==> config.mk <==
export PLATFORM = sky130hd
export DESIGN_NAME = gpfc_top
export DESIGN_NICKNAME = d
export VERILOG_FILES = /design/src/inc/gpfc_pkg.sv /design/src/gpfc_top.sv
export SDC_FILE = /design/constraint.sdc
export NUM_CORES = 2
export LEC_CHECK = 0
export BUFFER_PORTS_ARGS = -buffer_cell sky130_fd_sc_hd__buf_2
export CAP_MARGIN = 20
export CORE_MARGIN = 10
export CORE_UTILIZATION = 57
export CTS_BUF_LIST = sky130_fd_sc_hd__clkbuf_8
export CTS_CLUSTER_SIZE = 20
export DETAILED_ROUTE_END_ITERATION = 12
export PLACE_DENSITY = 0.79
export SETUP_SLACK_MARGIN = 0.4
export SYNTH_ARGS = -nofsm -noshare
export SYNTH_HDL_FRONTEND = slang
export SYNTH_SLANG_ARGS = --single-unit
==> constraint.sdc <==
create_clock -name sys_clk -period 23 [get_ports sys_clk]
set_input_delay 2.3 -clock sys_clk [delete_from_list [all_inputs] [get_ports sys_clk]]
set_output_delay 2.3 -clock sys_clk [all_outputs]
set_load 0.02 [all_outputs]
==> src/inc/gpfc_pkg.sv <==
// constants, reset defaults and pad carrier type of the pin function block
package gpfc_pkg;
    localparam int          NUM_PORTS  = 5;
    localparam int          PINS       = 8;
    localparam int          FUNC_W     = 4;
    localparam int          ADDR_W     = 16;
    localparam int          PORT_LSB   = 12;
    localparam int          MASK_LSB   = 2;
    localparam int          HI_DRV_MAX = 4;
    localparam int          TRIG_PORT  = 1;
    localparam int          TRIG_PIN   = 4;
    // register offsets inside one port window
    localparam logic [11:0] OFF_DIR    = 12'h400;
    localparam logic [11:0] OFF_ISENSE = 12'h404;
    localparam logic [11:0] OFF_IBOTH  = 12'h408;
    localparam logic [11:0] OFF_IEVENT = 12'h40C;
    localparam logic [11:0] OFF_IMASK  = 12'h410;
    localparam logic [11:0] OFF_RIS    = 12'h414;
    localparam logic [11:0] OFF_MIS    = 12'h418;
    localparam logic [11:0] OFF_ICLR   = 12'h41C;
    localparam logic [11:0] OFF_AFSEL  = 12'h420;
    localparam logic [11:0] OFF_DRV2   = 12'h500;
    localparam logic [11:0] OFF_DRV4   = 12'h504;
    localparam logic [11:0] OFF_DRV8   = 12'h508;
    localparam logic [11:0] OFF_ODR    = 12'h50C;
    localparam logic [11:0] OFF_PUR    = 12'h510;
    localparam logic [11:0] OFF_PDR    = 12'h514;
    localparam logic [11:0] OFF_SLR    = 12'h518;
    localparam logic [11:0] OFF_DEN    = 12'h51C;
    localparam logic [11:0] OFF_ANALOG_MODE_BIT  = 12'h528;
    localparam logic [11:0] OFF_PCTL   = 12'h52C;
    localparam logic [11:0] OFF_DRV18  = 12'h530;
    // drive strength codes on the pad
    localparam logic [1:0]  DRV_2MA    = 2'h0;
    localparam logic [1:0]  DRV_4MA    = 2'h1;
    localparam logic [1:0]  DRV_8MA    = 2'h2;
    localparam logic [1:0]  DRV_18MA   = 2'h3;
    // per-port implemented pins and reset values, index 0 is port A
    localparam logic [7:0]  IMPL_MASK [NUM_PORTS] = '{8'hFF, 8'hFF, 8'hFF, 8'h0F, 8'h1F};
    localparam logic [7:0]  RST_AFSEL [NUM_PORTS] = '{8'h3F, 8'h0C, 8'h0F, 8'h00, 8'h00};
    localparam logic [7:0]  RST_DEN   [NUM_PORTS] = '{8'h3F, 8'h0C, 8'h0F, 8'h00, 8'h00};
    localparam logic [7:0]  RST_PUR   [NUM_PORTS] = '{8'h00, 8'h00, 8'h0F, 8'h00, 8'h00};
    localparam logic [31:0] RST_PCTL  [NUM_PORTS] = '{32'h0011_1111, 32'h0000_1100,
                                                      32'h0000_3333, 32'h0000_0000,
                                                      32'h0000_0000};
    typedef struct packed {
        logic              out;
        logic              oe;
        logic              pull_up;
        logic              pull_down;
        logic [1:0]        drive;
        logic              slew;
        logic              open_drain;
        logic              in_en;
        logic              analog_en;
        logic [FUNC_W-1:0] pin_function_code;
    } gpfc_pad_t;
endpackage

==> src/gpfc_top.sv <==
// five-port pin function, pad and interrupt control with an APB register slave
//
// The implementer's own choices: register access over APB and the register offsets.
`timescale 1ns/1ns
`default_nettype none
// Function
// - five ports, up to 33 pins
// - registers reached over the APB port
// - output may change every second cycle
// - per-pin interrupt masking
// - edge rise/fall/both or level high/low sensing
// - address lines mask data reads and writes
// - pin event starts converter sample sequence
// - pulls, drive, slew, open drain, input enable
// - analog only when digital off, analog on
// - alternate select plus digital enable picks peripheral
// - function code chosen independently per pin
// - other pins reset to tri-stated GPIO
// - reset restores every pin default
// - serial pins reset to function code one
// - debug pins reset with pull-up, code three
// - direction selects input capture or output drive
// - address bits 9:2 mask data access
// - write one to clear register clears edge
// - unmasked trigger pin raises irq and trigger
module gpfc_top #(
    parameter int NUM_PORTS = gpfc_pkg::NUM_PORTS,
    parameter int PINS      = gpfc_pkg::PINS
) (
    // clock and reset
    input  wire logic                         sys_clk,
    input  wire logic                         rst_n,
    // apb slave
    input  wire logic                         psel,
    input  wire logic                         penable,
    input  wire logic                         pwrite,
    input  wire logic [gpfc_pkg::ADDR_W-1:0]  paddr,
    input  wire logic [31:0]                  pwdata,
    output logic      [31:0]                  prdata,
    output logic                              pready,
    output logic                              pslverr,
    // pads
    input  wire logic [NUM_PORTS*PINS-1:0]    pad_in,
    output gpfc_pkg::gpfc_pad_t [NUM_PORTS*PINS-1:0] pad_o,
    // on-chip peripherals owning alternate functions
    input  wire logic [NUM_PORTS*PINS-1:0]    alt_out,
    input  wire logic [NUM_PORTS*PINS-1:0]    alt_oe,
    output logic      [NUM_PORTS*PINS-1:0]    alt_in,
    // events
    output logic      [NUM_PORTS-1:0]         irq,
    output logic                              adc_trigger
);
    localparam int TOT = NUM_PORTS * PINS;

    logic [7:0]  data_r  [NUM_PORTS];
    logic [7:0]  dir_r   [NUM_PORTS];
    logic [7:0]  isense_r[NUM_PORTS];
    logic [7:0]  iboth_r [NUM_PORTS];
    logic [7:0]  ievent_r[NUM_PORTS];
    logic [7:0]  imask_r [NUM_PORTS];
    logic [7:0]  ris_r   [NUM_PORTS];
    logic [7:0]  afsel_r [NUM_PORTS];
    logic [7:0]  drv2_r  [NUM_PORTS];
    logic [7:0]  drv4_r  [NUM_PORTS];
    logic [7:0]  drv8_r  [NUM_PORTS];
    logic [7:0]  drv18_r [NUM_PORTS];
    logic [7:0]  odr_r   [NUM_PORTS];
    logic [7:0]  pur_r   [NUM_PORTS];
    logic [7:0]  pdr_r   [NUM_PORTS];
    logic [7:0]  slr_r   [NUM_PORTS];
    logic [7:0]  den_r   [NUM_PORTS];
    logic [7:0]  analog_mode_bit_r [NUM_PORTS];
    logic [31:0] pctl_r  [NUM_PORTS];
    logic [7:0]  din_r   [NUM_PORTS];
    logic [7:0]  ris_nxt [NUM_PORTS];
    logic [31:0] rd_port [NUM_PORTS];
    logic        ok_port [NUM_PORTS];
    logic [3:0]  hi_cnt  [NUM_PORTS];

    logic [2:0]  port_idx;
    logic [11:0] offset;
    logic        port_ok;
    logic        hit;
    logic        setup;
    logic        access;
    logic        pready_r;
    logic        pslverr_r;
    logic [31:0] prdata_r;
    logic [31:0] rd_mux;
    logic [5:0]  hi_total;
    logic [NUM_PORTS-1:0] irq_r;
    logic        adc_trigger_r;
    logic [TOT-1:0] alt_in_r;
    gpfc_pkg::gpfc_pad_t [TOT-1:0] pad_r;

    function automatic logic [3:0] pop8(input logic [7:0] v);
        logic [3:0] c;
        c = 4'h0;
        for (int k = 0; k < 8; k++) begin
            c = c + {3'h0, v[k]};
        end
        return c;
    endfunction

    // bus decode
    assign port_idx = paddr[14:gpfc_pkg::PORT_LSB];
    assign offset   = paddr[gpfc_pkg::PORT_LSB-1:0];
    assign port_ok  = !paddr[15] && (port_idx < 3'(NUM_PORTS)) && (paddr[1:0] == 2'h0);
    assign setup    = psel && !penable;
    assign access   = psel && penable && pready_r && !pslverr_r;

    always_comb begin
        hit    = 1'b0;
        rd_mux = 32'h0000_0000;
        hi_total = 6'h00;
        for (int q = 0; q < NUM_PORTS; q++) begin
            hi_total = hi_total + {2'h0, hi_cnt[q]};
            if (port_ok && port_idx == 3'(q)) begin
                hit    = ok_port[q];
                rd_mux = rd_port[q];
            end
        end
    end

    // zero-wait apb answer: pready in every access phase, so two cycles per transfer
    always_ff @(posedge sys_clk or negedge rst_n) begin
        if (!rst_n) begin
            pready_r  <= 1'b0;
            pslverr_r <= 1'b0;
            prdata_r  <= 32'h0000_0000;
        end else begin
            pready_r  <= setup;
            pslverr_r <= setup && !hit;
            prdata_r  <= (setup && !pwrite && hit) ? rd_mux : 32'h0000_0000;
        end
    end

    genvar p;
    generate
        for (p = 0; p < NUM_PORTS; p++) begin : g_port
            localparam logic [7:0] MSK = gpfc_pkg::IMPL_MASK[p];
            logic        wr;
            logic        rd;
            logic [7:0]  wd;
            logic [7:0]  din;
            logic [7:0]  rise;
            logic [7:0]  fall;
            logic [7:0]  edge_ev;
            logic [7:0]  lvl_ev;
            logic [7:0]  clr;
            logic [31:0] pctl_msk;
            logic [7:0]  amask;
            gpfc_pkg::gpfc_pad_t [PINS-1:0] pin_pad_r;
            logic [PINS-1:0]                pin_alt_r;

            assign wr    = access && pwrite && port_idx == 3'(p);
            assign rd    = access && !pwrite && port_idx == 3'(p);
            assign wd    = pwdata[7:0] & MSK;
            assign amask = paddr[9:gpfc_pkg::MASK_LSB];
            assign din   = pad_in[p*PINS +: 8] & den_r[p];

            always_comb begin
                pctl_msk = 32'h0000_0000;
                for (int k = 0; k < 8; k++) begin
                    pctl_msk[k*4 +: 4] = {4{MSK[k]}};
                end
            end

            // interrupt sensing
            always_comb begin
                rise    = din & ~din_r[p];
                fall    = ~din & din_r[p];
                edge_ev = (iboth_r[p] & (rise | fall))
                        | (~iboth_r[p] & ievent_r[p] & rise)
                        | (~iboth_r[p] & ~ievent_r[p] & fall);
                lvl_ev  = (ievent_r[p] & din) | (~ievent_r[p] & ~din);
                clr     = 8'h00;
                if (wr && offset == gpfc_pkg::OFF_ICLR) begin
                    clr = wd;
                end
                if (rd && offset == gpfc_pkg::OFF_RIS) begin
                    clr = 8'hFF;
                end
                // a new edge in the clearing cycle survives the clear
                ris_nxt[p] = ((isense_r[p] & lvl_ev)
                           | (~isense_r[p] & ((ris_r[p] & ~clr) | edge_ev))) & MSK;
            end

            // read side and address validity
            always_comb begin
                ok_port[p] = 1'b1;
                rd_port[p] = 32'h0000_0000;
                if (offset[11:10] == 2'h0) begin
                    rd_port[p][7:0] = ((dir_r[p] & data_r[p]) | (~dir_r[p] & din_r[p]))
                                    & amask;
                end else begin
                    case (offset)
                        gpfc_pkg::OFF_DIR:    rd_port[p][7:0] = dir_r[p];
                        gpfc_pkg::OFF_ISENSE: rd_port[p][7:0] = isense_r[p];
                        gpfc_pkg::OFF_IBOTH:  rd_port[p][7:0] = iboth_r[p];
                        gpfc_pkg::OFF_IEVENT: rd_port[p][7:0] = ievent_r[p];
                        gpfc_pkg::OFF_IMASK:  rd_port[p][7:0] = imask_r[p];
                        gpfc_pkg::OFF_RIS:    rd_port[p][7:0] = ris_r[p];
                        gpfc_pkg::OFF_MIS:    rd_port[p][7:0] = ris_r[p] & imask_r[p];
                        gpfc_pkg::OFF_ICLR:   rd_port[p][7:0] = 8'h00;
                        gpfc_pkg::OFF_AFSEL:  rd_port[p][7:0] = afsel_r[p];
                        gpfc_pkg::OFF_DRV2:   rd_port[p][7:0] = drv2_r[p];
                        gpfc_pkg::OFF_DRV4:   rd_port[p][7:0] = drv4_r[p];
                        gpfc_pkg::OFF_DRV8:   rd_port[p][7:0] = drv8_r[p];
                        gpfc_pkg::OFF_DRV18:  rd_port[p][7:0] = drv18_r[p];
                        gpfc_pkg::OFF_ODR:    rd_port[p][7:0] = odr_r[p];
                        gpfc_pkg::OFF_PUR:    rd_port[p][7:0] = pur_r[p];
                        gpfc_pkg::OFF_PDR:    rd_port[p][7:0] = pdr_r[p];
                        gpfc_pkg::OFF_SLR:    rd_port[p][7:0] = slr_r[p];
                        gpfc_pkg::OFF_DEN:    rd_port[p][7:0] = den_r[p];
                        gpfc_pkg::OFF_ANALOG_MODE_BIT:  rd_port[p][7:0] = analog_mode_bit_r[p];
                        gpfc_pkg::OFF_PCTL:   rd_port[p]      = pctl_r[p];
                        default:              ok_port[p]      = 1'b0;
                    endcase
                end
            end

            assign hi_cnt[p] = pop8(drv18_r[p]);

            // output data, masked by address bits
            always_ff @(posedge sys_clk or negedge rst_n) begin
                if (!rst_n) begin
                    data_r[p] <= 8'h00;
                end else if (wr && offset[11:10] == 2'h0) begin
                    data_r[p] <= (data_r[p] & ~amask) | (wd & amask);
                end
            end

            // input capture for data reads and edge history
            always_ff @(posedge sys_clk or negedge rst_n) begin
                if (!rst_n) begin
                    din_r[p] <= 8'h00;
                    ris_r[p] <= 8'h00;
                end else begin
                    din_r[p] <= din;
                    ris_r[p] <= ris_nxt[p];
                end
            end

            // configuration registers; reset values
            always_ff @(posedge sys_clk or negedge rst_n) begin
                if (!rst_n) begin
                    dir_r[p]    <= 8'h00;
                    isense_r[p] <= 8'h00;
                    iboth_r[p]  <= 8'h00;
                    ievent_r[p] <= 8'h00;
                    imask_r[p]  <= 8'h00;
                    afsel_r[p]  <= gpfc_pkg::RST_AFSEL[p];
                    den_r[p]    <= gpfc_pkg::RST_DEN[p];
                    pur_r[p]    <= gpfc_pkg::RST_PUR[p];
                    pdr_r[p]    <= 8'h00;
                    pctl_r[p]   <= gpfc_pkg::RST_PCTL[p];
                    odr_r[p]    <= 8'h00;
                    slr_r[p]    <= 8'h00;
                    analog_mode_bit_r[p]  <= 8'h00;
                    drv2_r[p]   <= MSK;
                    drv4_r[p]   <= 8'h00;
                    drv8_r[p]   <= 8'h00;
                    drv18_r[p]  <= 8'h00;
                end else if (wr) begin
                    case (offset)
                        gpfc_pkg::OFF_DIR:    dir_r[p]    <= wd;
                        gpfc_pkg::OFF_ISENSE: isense_r[p] <= wd;
                        gpfc_pkg::OFF_IBOTH:  iboth_r[p]  <= wd;
                        gpfc_pkg::OFF_IEVENT: ievent_r[p] <= wd;
                        gpfc_pkg::OFF_IMASK:  imask_r[p]  <= wd;
                        gpfc_pkg::OFF_AFSEL:  afsel_r[p]  <= wd;
                        gpfc_pkg::OFF_ODR:    odr_r[p]    <= wd;
                        gpfc_pkg::OFF_SLR:    slr_r[p]    <= wd;
                        gpfc_pkg::OFF_DEN:    den_r[p]    <= wd;
                        gpfc_pkg::OFF_ANALOG_MODE_BIT:  analog_mode_bit_r[p]  <= wd;
                        gpfc_pkg::OFF_PCTL:   pctl_r[p]   <= pwdata & pctl_msk;
                        gpfc_pkg::OFF_PUR: begin
                            pur_r[p] <= wd;
                            pdr_r[p] <= pdr_r[p] & ~wd;
                        end
                        gpfc_pkg::OFF_PDR: begin
                            pdr_r[p] <= wd;
                            pur_r[p] <= pur_r[p] & ~wd;
                        end
                        // drive selects are one-hot per pin
                        gpfc_pkg::OFF_DRV2: begin
                            drv2_r[p]  <= drv2_r[p] | wd;
                            drv4_r[p]  <= drv4_r[p] & ~wd;
                            drv8_r[p]  <= drv8_r[p] & ~wd;
                            drv18_r[p] <= drv18_r[p] & ~wd;
                        end
                        gpfc_pkg::OFF_DRV4: begin
                            drv2_r[p]  <= drv2_r[p] & ~wd;
                            drv4_r[p]  <= drv4_r[p] | wd;
                            drv8_r[p]  <= drv8_r[p] & ~wd;
                            drv18_r[p] <= drv18_r[p] & ~wd;
                        end
                        gpfc_pkg::OFF_DRV8: begin
                            drv2_r[p]  <= drv2_r[p] & ~wd;
                            drv4_r[p]  <= drv4_r[p] & ~wd;
                            drv8_r[p]  <= drv8_r[p] | wd;
                            drv18_r[p] <= drv18_r[p] & ~wd;
                        end
                        gpfc_pkg::OFF_DRV18: begin
                            // ignored when it would exceed the high-current pad budget
                            if (hi_total - {2'h0, hi_cnt[p]} + {2'h0, pop8(drv18_r[p] | wd)}
                                    <= 6'(gpfc_pkg::HI_DRV_MAX)) begin
                                drv2_r[p]  <= drv2_r[p] & ~wd;
                                drv4_r[p]  <= drv4_r[p] & ~wd;
                                drv8_r[p]  <= drv8_r[p] & ~wd;
                                drv18_r[p] <= drv18_r[p] | wd;
                            end
                        end
                        default: ;
                    endcase
                end
            end

            // port interrupt line
            always_ff @(posedge sys_clk or negedge rst_n) begin
                if (!rst_n) begin
                    irq_r[p] <= 1'b0;
                end else begin
                    irq_r[p] <= |(ris_nxt[p] & imask_r[p]);
                end
            end

            // pad and peripheral side, registered per pin
            always_ff @(posedge sys_clk or negedge rst_n) begin
                if (!rst_n) begin
                    pin_pad_r <= '0;
                    pin_alt_r <= '0;
                end else begin
                    for (int i = 0; i < PINS; i++) begin
                        automatic logic o;
                        automatic logic e;
                        automatic logic ana;
                        automatic logic alt;
                        ana = analog_mode_bit_r[p][i] && !den_r[p][i];
                        alt = afsel_r[p][i] && den_r[p][i];
                        o   = afsel_r[p][i] ? alt_out[p*PINS+i] : data_r[p][i];
                        e   = afsel_r[p][i] ? (alt && alt_oe[p*PINS+i]) : dir_r[p][i];
                        if (odr_r[p][i]) begin
                            e = e && !o;
                            o = 1'b0;
                        end
                        pin_pad_r[i].out        <= o && MSK[i];
                        pin_pad_r[i].oe         <= e && !ana && MSK[i];
                        pin_pad_r[i].pull_up    <= pur_r[p][i];
                        pin_pad_r[i].pull_down  <= pdr_r[p][i];
                        pin_pad_r[i].drive      <= drv18_r[p][i] ? gpfc_pkg::DRV_18MA :
                                                   drv8_r[p][i]  ? gpfc_pkg::DRV_8MA  :
                                                   drv4_r[p][i]  ? gpfc_pkg::DRV_4MA  :
                                                                   gpfc_pkg::DRV_2MA;
                        pin_pad_r[i].slew       <= slr_r[p][i] && drv8_r[p][i];
                        pin_pad_r[i].open_drain <= odr_r[p][i];
                        pin_pad_r[i].in_en      <= den_r[p][i];
                        pin_pad_r[i].analog_en  <= ana;
                        pin_pad_r[i].pin_function_code <= alt ? pctl_r[p][i*4 +: 4] : 4'h0;
                        pin_alt_r[i] <= alt && pad_in[p*PINS+i];
                    end
                end
            end

            // one writer per port slice of the shared pad vectors
            assign pad_r[p*PINS +: PINS]    = pin_pad_r;
            assign alt_in_r[p*PINS +: PINS] = pin_alt_r;
        end
    endgenerate

    // converter start from the trigger pin when it is an unmasked interrupt
    always_ff @(posedge sys_clk or negedge rst_n) begin
        if (!rst_n) begin
            adc_trigger_r <= 1'b0;
        end else begin
            adc_trigger_r <= ris_nxt[gpfc_pkg::TRIG_PORT][gpfc_pkg::TRIG_PIN]
                          && imask_r[gpfc_pkg::TRIG_PORT][gpfc_pkg::TRIG_PIN];
        end
    end

    assign prdata      = prdata_r;
    assign pready      = pready_r;
    assign pslverr     = pslverr_r;
    assign pad_o       = pad_r;
    assign alt_in      = alt_in_r;
    assign irq         = irq_r;
    assign adc_trigger = adc_trigger_r;
endmodule
`default_nettype wire

* Yosys cells after proc, flatten, opt, wreduce, memory -nomap -nowiden
Cells that the tools add are included. Widths: inputs -> output; s select.
Storage, ports and cells: flip-flop bits (word level) 1378, logic and storage cells 1664, bits of input ports 173
Cells by class: reduce and logical (&&, ||, !) cells 475, equality and inequality tests 29, magnitude comparators 6, add/sub/neg operators 84, bitwise operators 227, muxes and demuxes 378
Operator list (number):
- $pmux 8 s19 | 5
- $and 8x8->8 | 94
- $pmux 8 s3 | 15
- $or 8x8->8 | 40
- $logic_and 1x1->1 | 273
- $mux 8 | 32
- $eq 12x11->1 const B | 20
- $pmux 8 s2 | 15
- $mux 24 | 8
- $mux 32 | 6
- $not 8->8 | 23
- $mux 1 | 179
- $add 4x1->4 | 40
- $mux 2 | 80
- $mux 4 | 35
- $reduce_and 2->1 | 60
- $logic_not 1->1 | 104
- $and 5x5->5 | 14
- $reduce_and 3->1 | 20
- $and 4x4->4 | 14
- $add 6x4->6 | 7
- $add 3x1->4 | 10
- $reduce_or 8->1 | 5
- $or 8x4->8 | 4
- other kinds (31) | 96

* Depth between registers and ports, before layout
depth after elaboration 16, depth in mapped cells 28, gate-level depth less buffers 27

* Worst setup path after synthesis
OpenSTA, ideal clock, no wires.
path kind register to register, from reg drv18_r[16] (netlist name), to reg drv4_r[19] (netlist name), period minus slack after synthesis 8.252 ns, setup slack 14.748 ns, data arrival time 8.127 ns, stages on the path, launching flop included 29, buffers on the path 1, setup time 0.125 ns, data required time 22.875 ns, path through dfrtp_1 > fa_1 > inv_1 > fa_1 > fa_1 > inv_1 > ha_1 > fa_1 > inv_1 > fa_1 > fa_1 > inv_1 > fa_1 > ha_1 > fa_1 > xnor2_1 > inv_1 > ha_1 > ha_1 > ha_1 > ha_1 > inv_1 > o21bai_1 > a21oi_1 > xnor3_1 > o41a_1 > clkbuf_1 > nor2_1 > mux2_2
On the way: longest elaborated chain between the ends 15, elaborated cells between the ends (all ways) 23
Ends and longest elaborated chain:
- start: declaration | line gpfc_top.sv:66 | logic [7:0] drv18_r [NUM_PORTS];
- start signal: indexed assignment | line gpfc_top.sv:291 | drv18_r[p] <= drv18_r[p] & ~wd;
- start signal: indexed assignment | line gpfc_top.sv:297 | drv18_r[p] <= drv18_r[p] & ~wd;
- start signal: indexed assignment | line gpfc_top.sv:303 | drv18_r[p] <= drv18_r[p] & ~wd;
- $add 1x1->2 | line gpfc_top.sv:100 | c = c + {3'h0, v[k]};
- $add 2x1->3 | line gpfc_top.sv:100
- $add 3x1->4 | line gpfc_top.sv:100
- $add 4x1->4 (4 in a row) | line gpfc_top.sv:100
- $add 5x4->6 | line gpfc_top.sv:117 | hi_total = hi_total + {2'h0, hi_cnt[q]};
- $add 6x4->6 (2 in a row) | line gpfc_top.sv:117
- $sub 6x4->6 | line gpfc_top.sv:307 | if (hi_total - {2'h0, hi_cnt[p]} + {2'h0, pop8(drv18_r[p] | wd)}
- $add 6x4->6 * | line gpfc_top.sv:307
- $le 6x3->1 * | line gpfc_top.sv:308 | <= 6'(gpfc_pkg::HI_DRV_MAX)) begin
- $ne 2x2->1 (no source line) *
- $reduce_and 3->1 (no source line) *
- end signal: indexed assignment | line gpfc_top.sv:295 | drv4_r[p] <= drv4_r[p] | wd;
- end signal: indexed assignment | line gpfc_top.sv:301 | drv4_r[p] <= drv4_r[p] & ~wd;
- end signal: indexed assignment | line gpfc_top.sv:310 | drv4_r[p] <= drv4_r[p] & ~wd;
- end: declaration | line gpfc_top.sv:64 | logic [7:0] drv4_r [NUM_PORTS];
Mark *: on every way between the ends. The rest lies on a longest branch, timed or not. A chain may end at the register's enable or synchronous reset.

* Worst setup path after layout
from reg drv18_r[16] (netlist name), to reg drv4_r[34] (netlist name)
On the way: longest elaborated chain between the ends 15
Ends and longest elaborated chain (line):
- $add 1x1->2 | gpfc_top.sv:100
- $add 2x1->3 | gpfc_top.sv:100
- $add 3x1->4 | gpfc_top.sv:100
- $add 4x1->4 (4 in a row) | gpfc_top.sv:100
- $add 5x4->6 | gpfc_top.sv:117
- $add 6x4->6 (2 in a row) | gpfc_top.sv:117
- $sub 6x4->6 | gpfc_top.sv:307
- $add 6x4->6 | gpfc_top.sv:307
- $le 6x3->1 | gpfc_top.sv:308
- $ne 2x2->1 (no source line)
- $reduce_and 3->1 (no source line)
Every way passes these cells.

==> impl_metrics.ini <==
[detailed_routing]
ant_nets = 0
finalWirelength_mm = 249
routedWlPerCell_um = 34.3
via_per_inst = 6.61
vias = 48143
drtPass1Iterations = 9
drc = 0
initialDrtViolationCount = 6642

[sta]
min_period_over_period_pct = 41.2
relSlewSlack_pct = 5.39
period_minus_slack_ps = 9470
setup-tns-final_ps = 0
rsz0062_at_grt = no
finalSetupViolCount = 0
worst_slack_ps = 13530
clock_skew_ps = 46.6
worst_slew_pin_slew_ps = 1400
slew_violations = 0
fmax_mhz = 106
holdWs_ps = 453
timing.final.hold_violations = 0

[logic_synthesis]
synth_edf_count = 0
synthFlopType = dfrtp_1
synthesis.area_um2 = 58500
synth-warning-count = 0
ys_seq_area_share_pct = 55.5
ys_async_sr_fraction_pct = 100
ys_seq_elements = 1294
syn_inst = 4987
syn_area_per_cell_um2 = 11.7
yosysUniqueCellTypes = 88

[die]
pin_count = 813
die_x_um = 340
dieArea_um2 = 116000
die_y_um = 340
start_util_pct = 57.4
rows = 117
fp.coreArea_um2 = 102000

[worst_hold_path]
hold_class = reg2reg
min_from = pur_r[18]

[clock_tree]
cts_root_buf = clkbuf_8
max-clock-path-buffers = 3
path_clk_slew_ps = 70
clk-insertion-delay-late_ps = 930
cts_buffers = 205
ctsResizeCount = 0
cts_tree = built
post-cts-setup-buffers = 0
htree_levels = 4
cts.sinks = 1294
hold_buffers = 0

[place]
dp_hpwl_mm = 179
port_buffers = 686
finalWeightedCongestion = 1.02
place_area_um2 = 63200
place_ws_ps = 13710

[final_layout]
final_area_um2 = 67900
syn2layout_area_growth_pct = 16.0
drive_gt1_share_pct = 31.5
mostFrequentLayoutCells = 1217 x dfrtp_1, 686 x buf_2, 549 x mux2_2, 295 x inv_1, 284 x nand2_1
largest_reg_flops = 462
final_common_cell = dfrtp_1
nets = 6076

[worst_setup_path]
path_buf_inv = 5
reg2reg_from = drv18_r[16]
crit_path_start = drv18_r[16]
path_common_cell = fa_1
critPathRequiredTime_ps = 23750
path_class = reg2reg
worst_ep_arrival_time_ps = 10220
worstSetupEndpointType = register
critPathMaxStageDelay_ps = 800
critPathTopFamily = adder cells
start_kind = register
cp_slowest_cell = o41a_1
crit_fanout = 25

[grt]
antenna_found_initial = 33
grt_pass1_vias = 47321
grt_max_degree = 183
grt-ovfl-total = 0
track_usage_pct = 41.8
grt_pass1_wl_mm = 349

[power]
ir_drop_v = 0.0000587
power.leakage_nw = 35.6
totalPowerFinal_mw = 4.60
p_per_area_nw_per_um2 = 67.8

[job]
cap_violations = 0

[status]
status = finished clean
==> worst reg2reg max path, cell delays in order (launching register included) <==
cell	delay, ps
dfrtp_1	520
fa_1	580
inv_1	50
fa_1	440
fa_1	510
inv_1	50
ha_1	210
fa_1	550
inv_1	70
fa_1	490
fa_1	500
inv_1	60
fa_1	450
ha_1	260
fa_1	550
xnor2_1	410
inv_1	190
ha_1	250
ha_1	300
ha_1	290
ha_1	330
and3_1	190
a211oi_1	210
o211ai_1	150
xnor2_1	160
o41a_1	800
nor3_1	580
a2bb2oi_1	150
==> synth_stat cells (81+ instances only) <==
| cell | number | area [µm²] |
|---|---|---|
| a21oi_1 | 228 | 1140 |
| a22oi_1 | 171 | 1280 |
| a31oi_1 | 81 | 507 |
| and3_1 | 170 | 1060 |
| buf_4 | 106 | 796 |
| clkbuf_1 | 240 | 901 |
| dfrtp_1 | 1217 | 30500 |
| ha_1 | 153 | 1910 |
| inv_1 | 226 | 848 |
| mux2_2 | 549 | 6180 |
| nand2_1 | 284 | 1070 |
| nor2_1 | 236 | 886 |
| nor2b_1 | 103 | 644 |
| o21ai_0 | 225 | 1130 |
==> per-layer routing <==
metal,vias to the layer above,routed length (µm),GRT usage [%]
met5,-,188,0.333
met4,22,17500,25.4
met2,3890,106000,60.3
met1,24162,88800,52.5
met3,942,36700,16.7
li1,19127,-,-
==> where the power goes <==
| group | switching, mW | leakage [nW] | internal [mW] |
|---|---|---|---|
| combinational | 0.168 | 15.3 | 0.0462 |
| sequential | 0.00149 | 17.7 | 2.28 |
| clock | 0.966 | 2.56 | 1.14 |
==> final timing paths <==
path,to,slack (ps),depth (start not counted)
max in group asynchronous,pad_o[383],18430,4
setup reg to reg,drv4_r[34],13530,27
setup / recovery,drv4_r[34],13530,27
hold / removal,pad_o[263],450,0
min in group asynchronous,pad_o[279],1440,1
hold reg to reg,pad_o[263],450,0
==> final cells by class <==
cell class                      count  area, µm²
Inverter                          226        848
Multi-Input combinational cell   3164      23800
Clock inverter                    117        756
Tap cell                         1368       1710
Sequential cell                  1294      32500
Antenna cell                       31       77.6
Timing Repair Buffer              811       4490
Fill cell                        7827      34000
Clock buffer                      269       3700
==> cells by family after synthesis <==
kind of cell,after synthesis,synth area share (%)
AOI/OAI and AO/OA,1131,13.1
xor gates and xnor gates,59,0.956
adders and majority gates,201,4.92
buffers and inverters,633,4.85
DFF,1294,55.5
muxes,579,11.1
other,1,0.00641
and+or+nand+nor,1089,9.54
==> through the flow <==
step | utilization (%) | cells
after floorplan | - | 5091
after global placement | 62.0 | 6855
after detailed placement | 62.1 | 6859
after CTS | 66.4 | 7245
after global routing | 66.5 | 7255
final | 66.6 | 7280
Note: power is estimated with default switching activity, not from simulation.
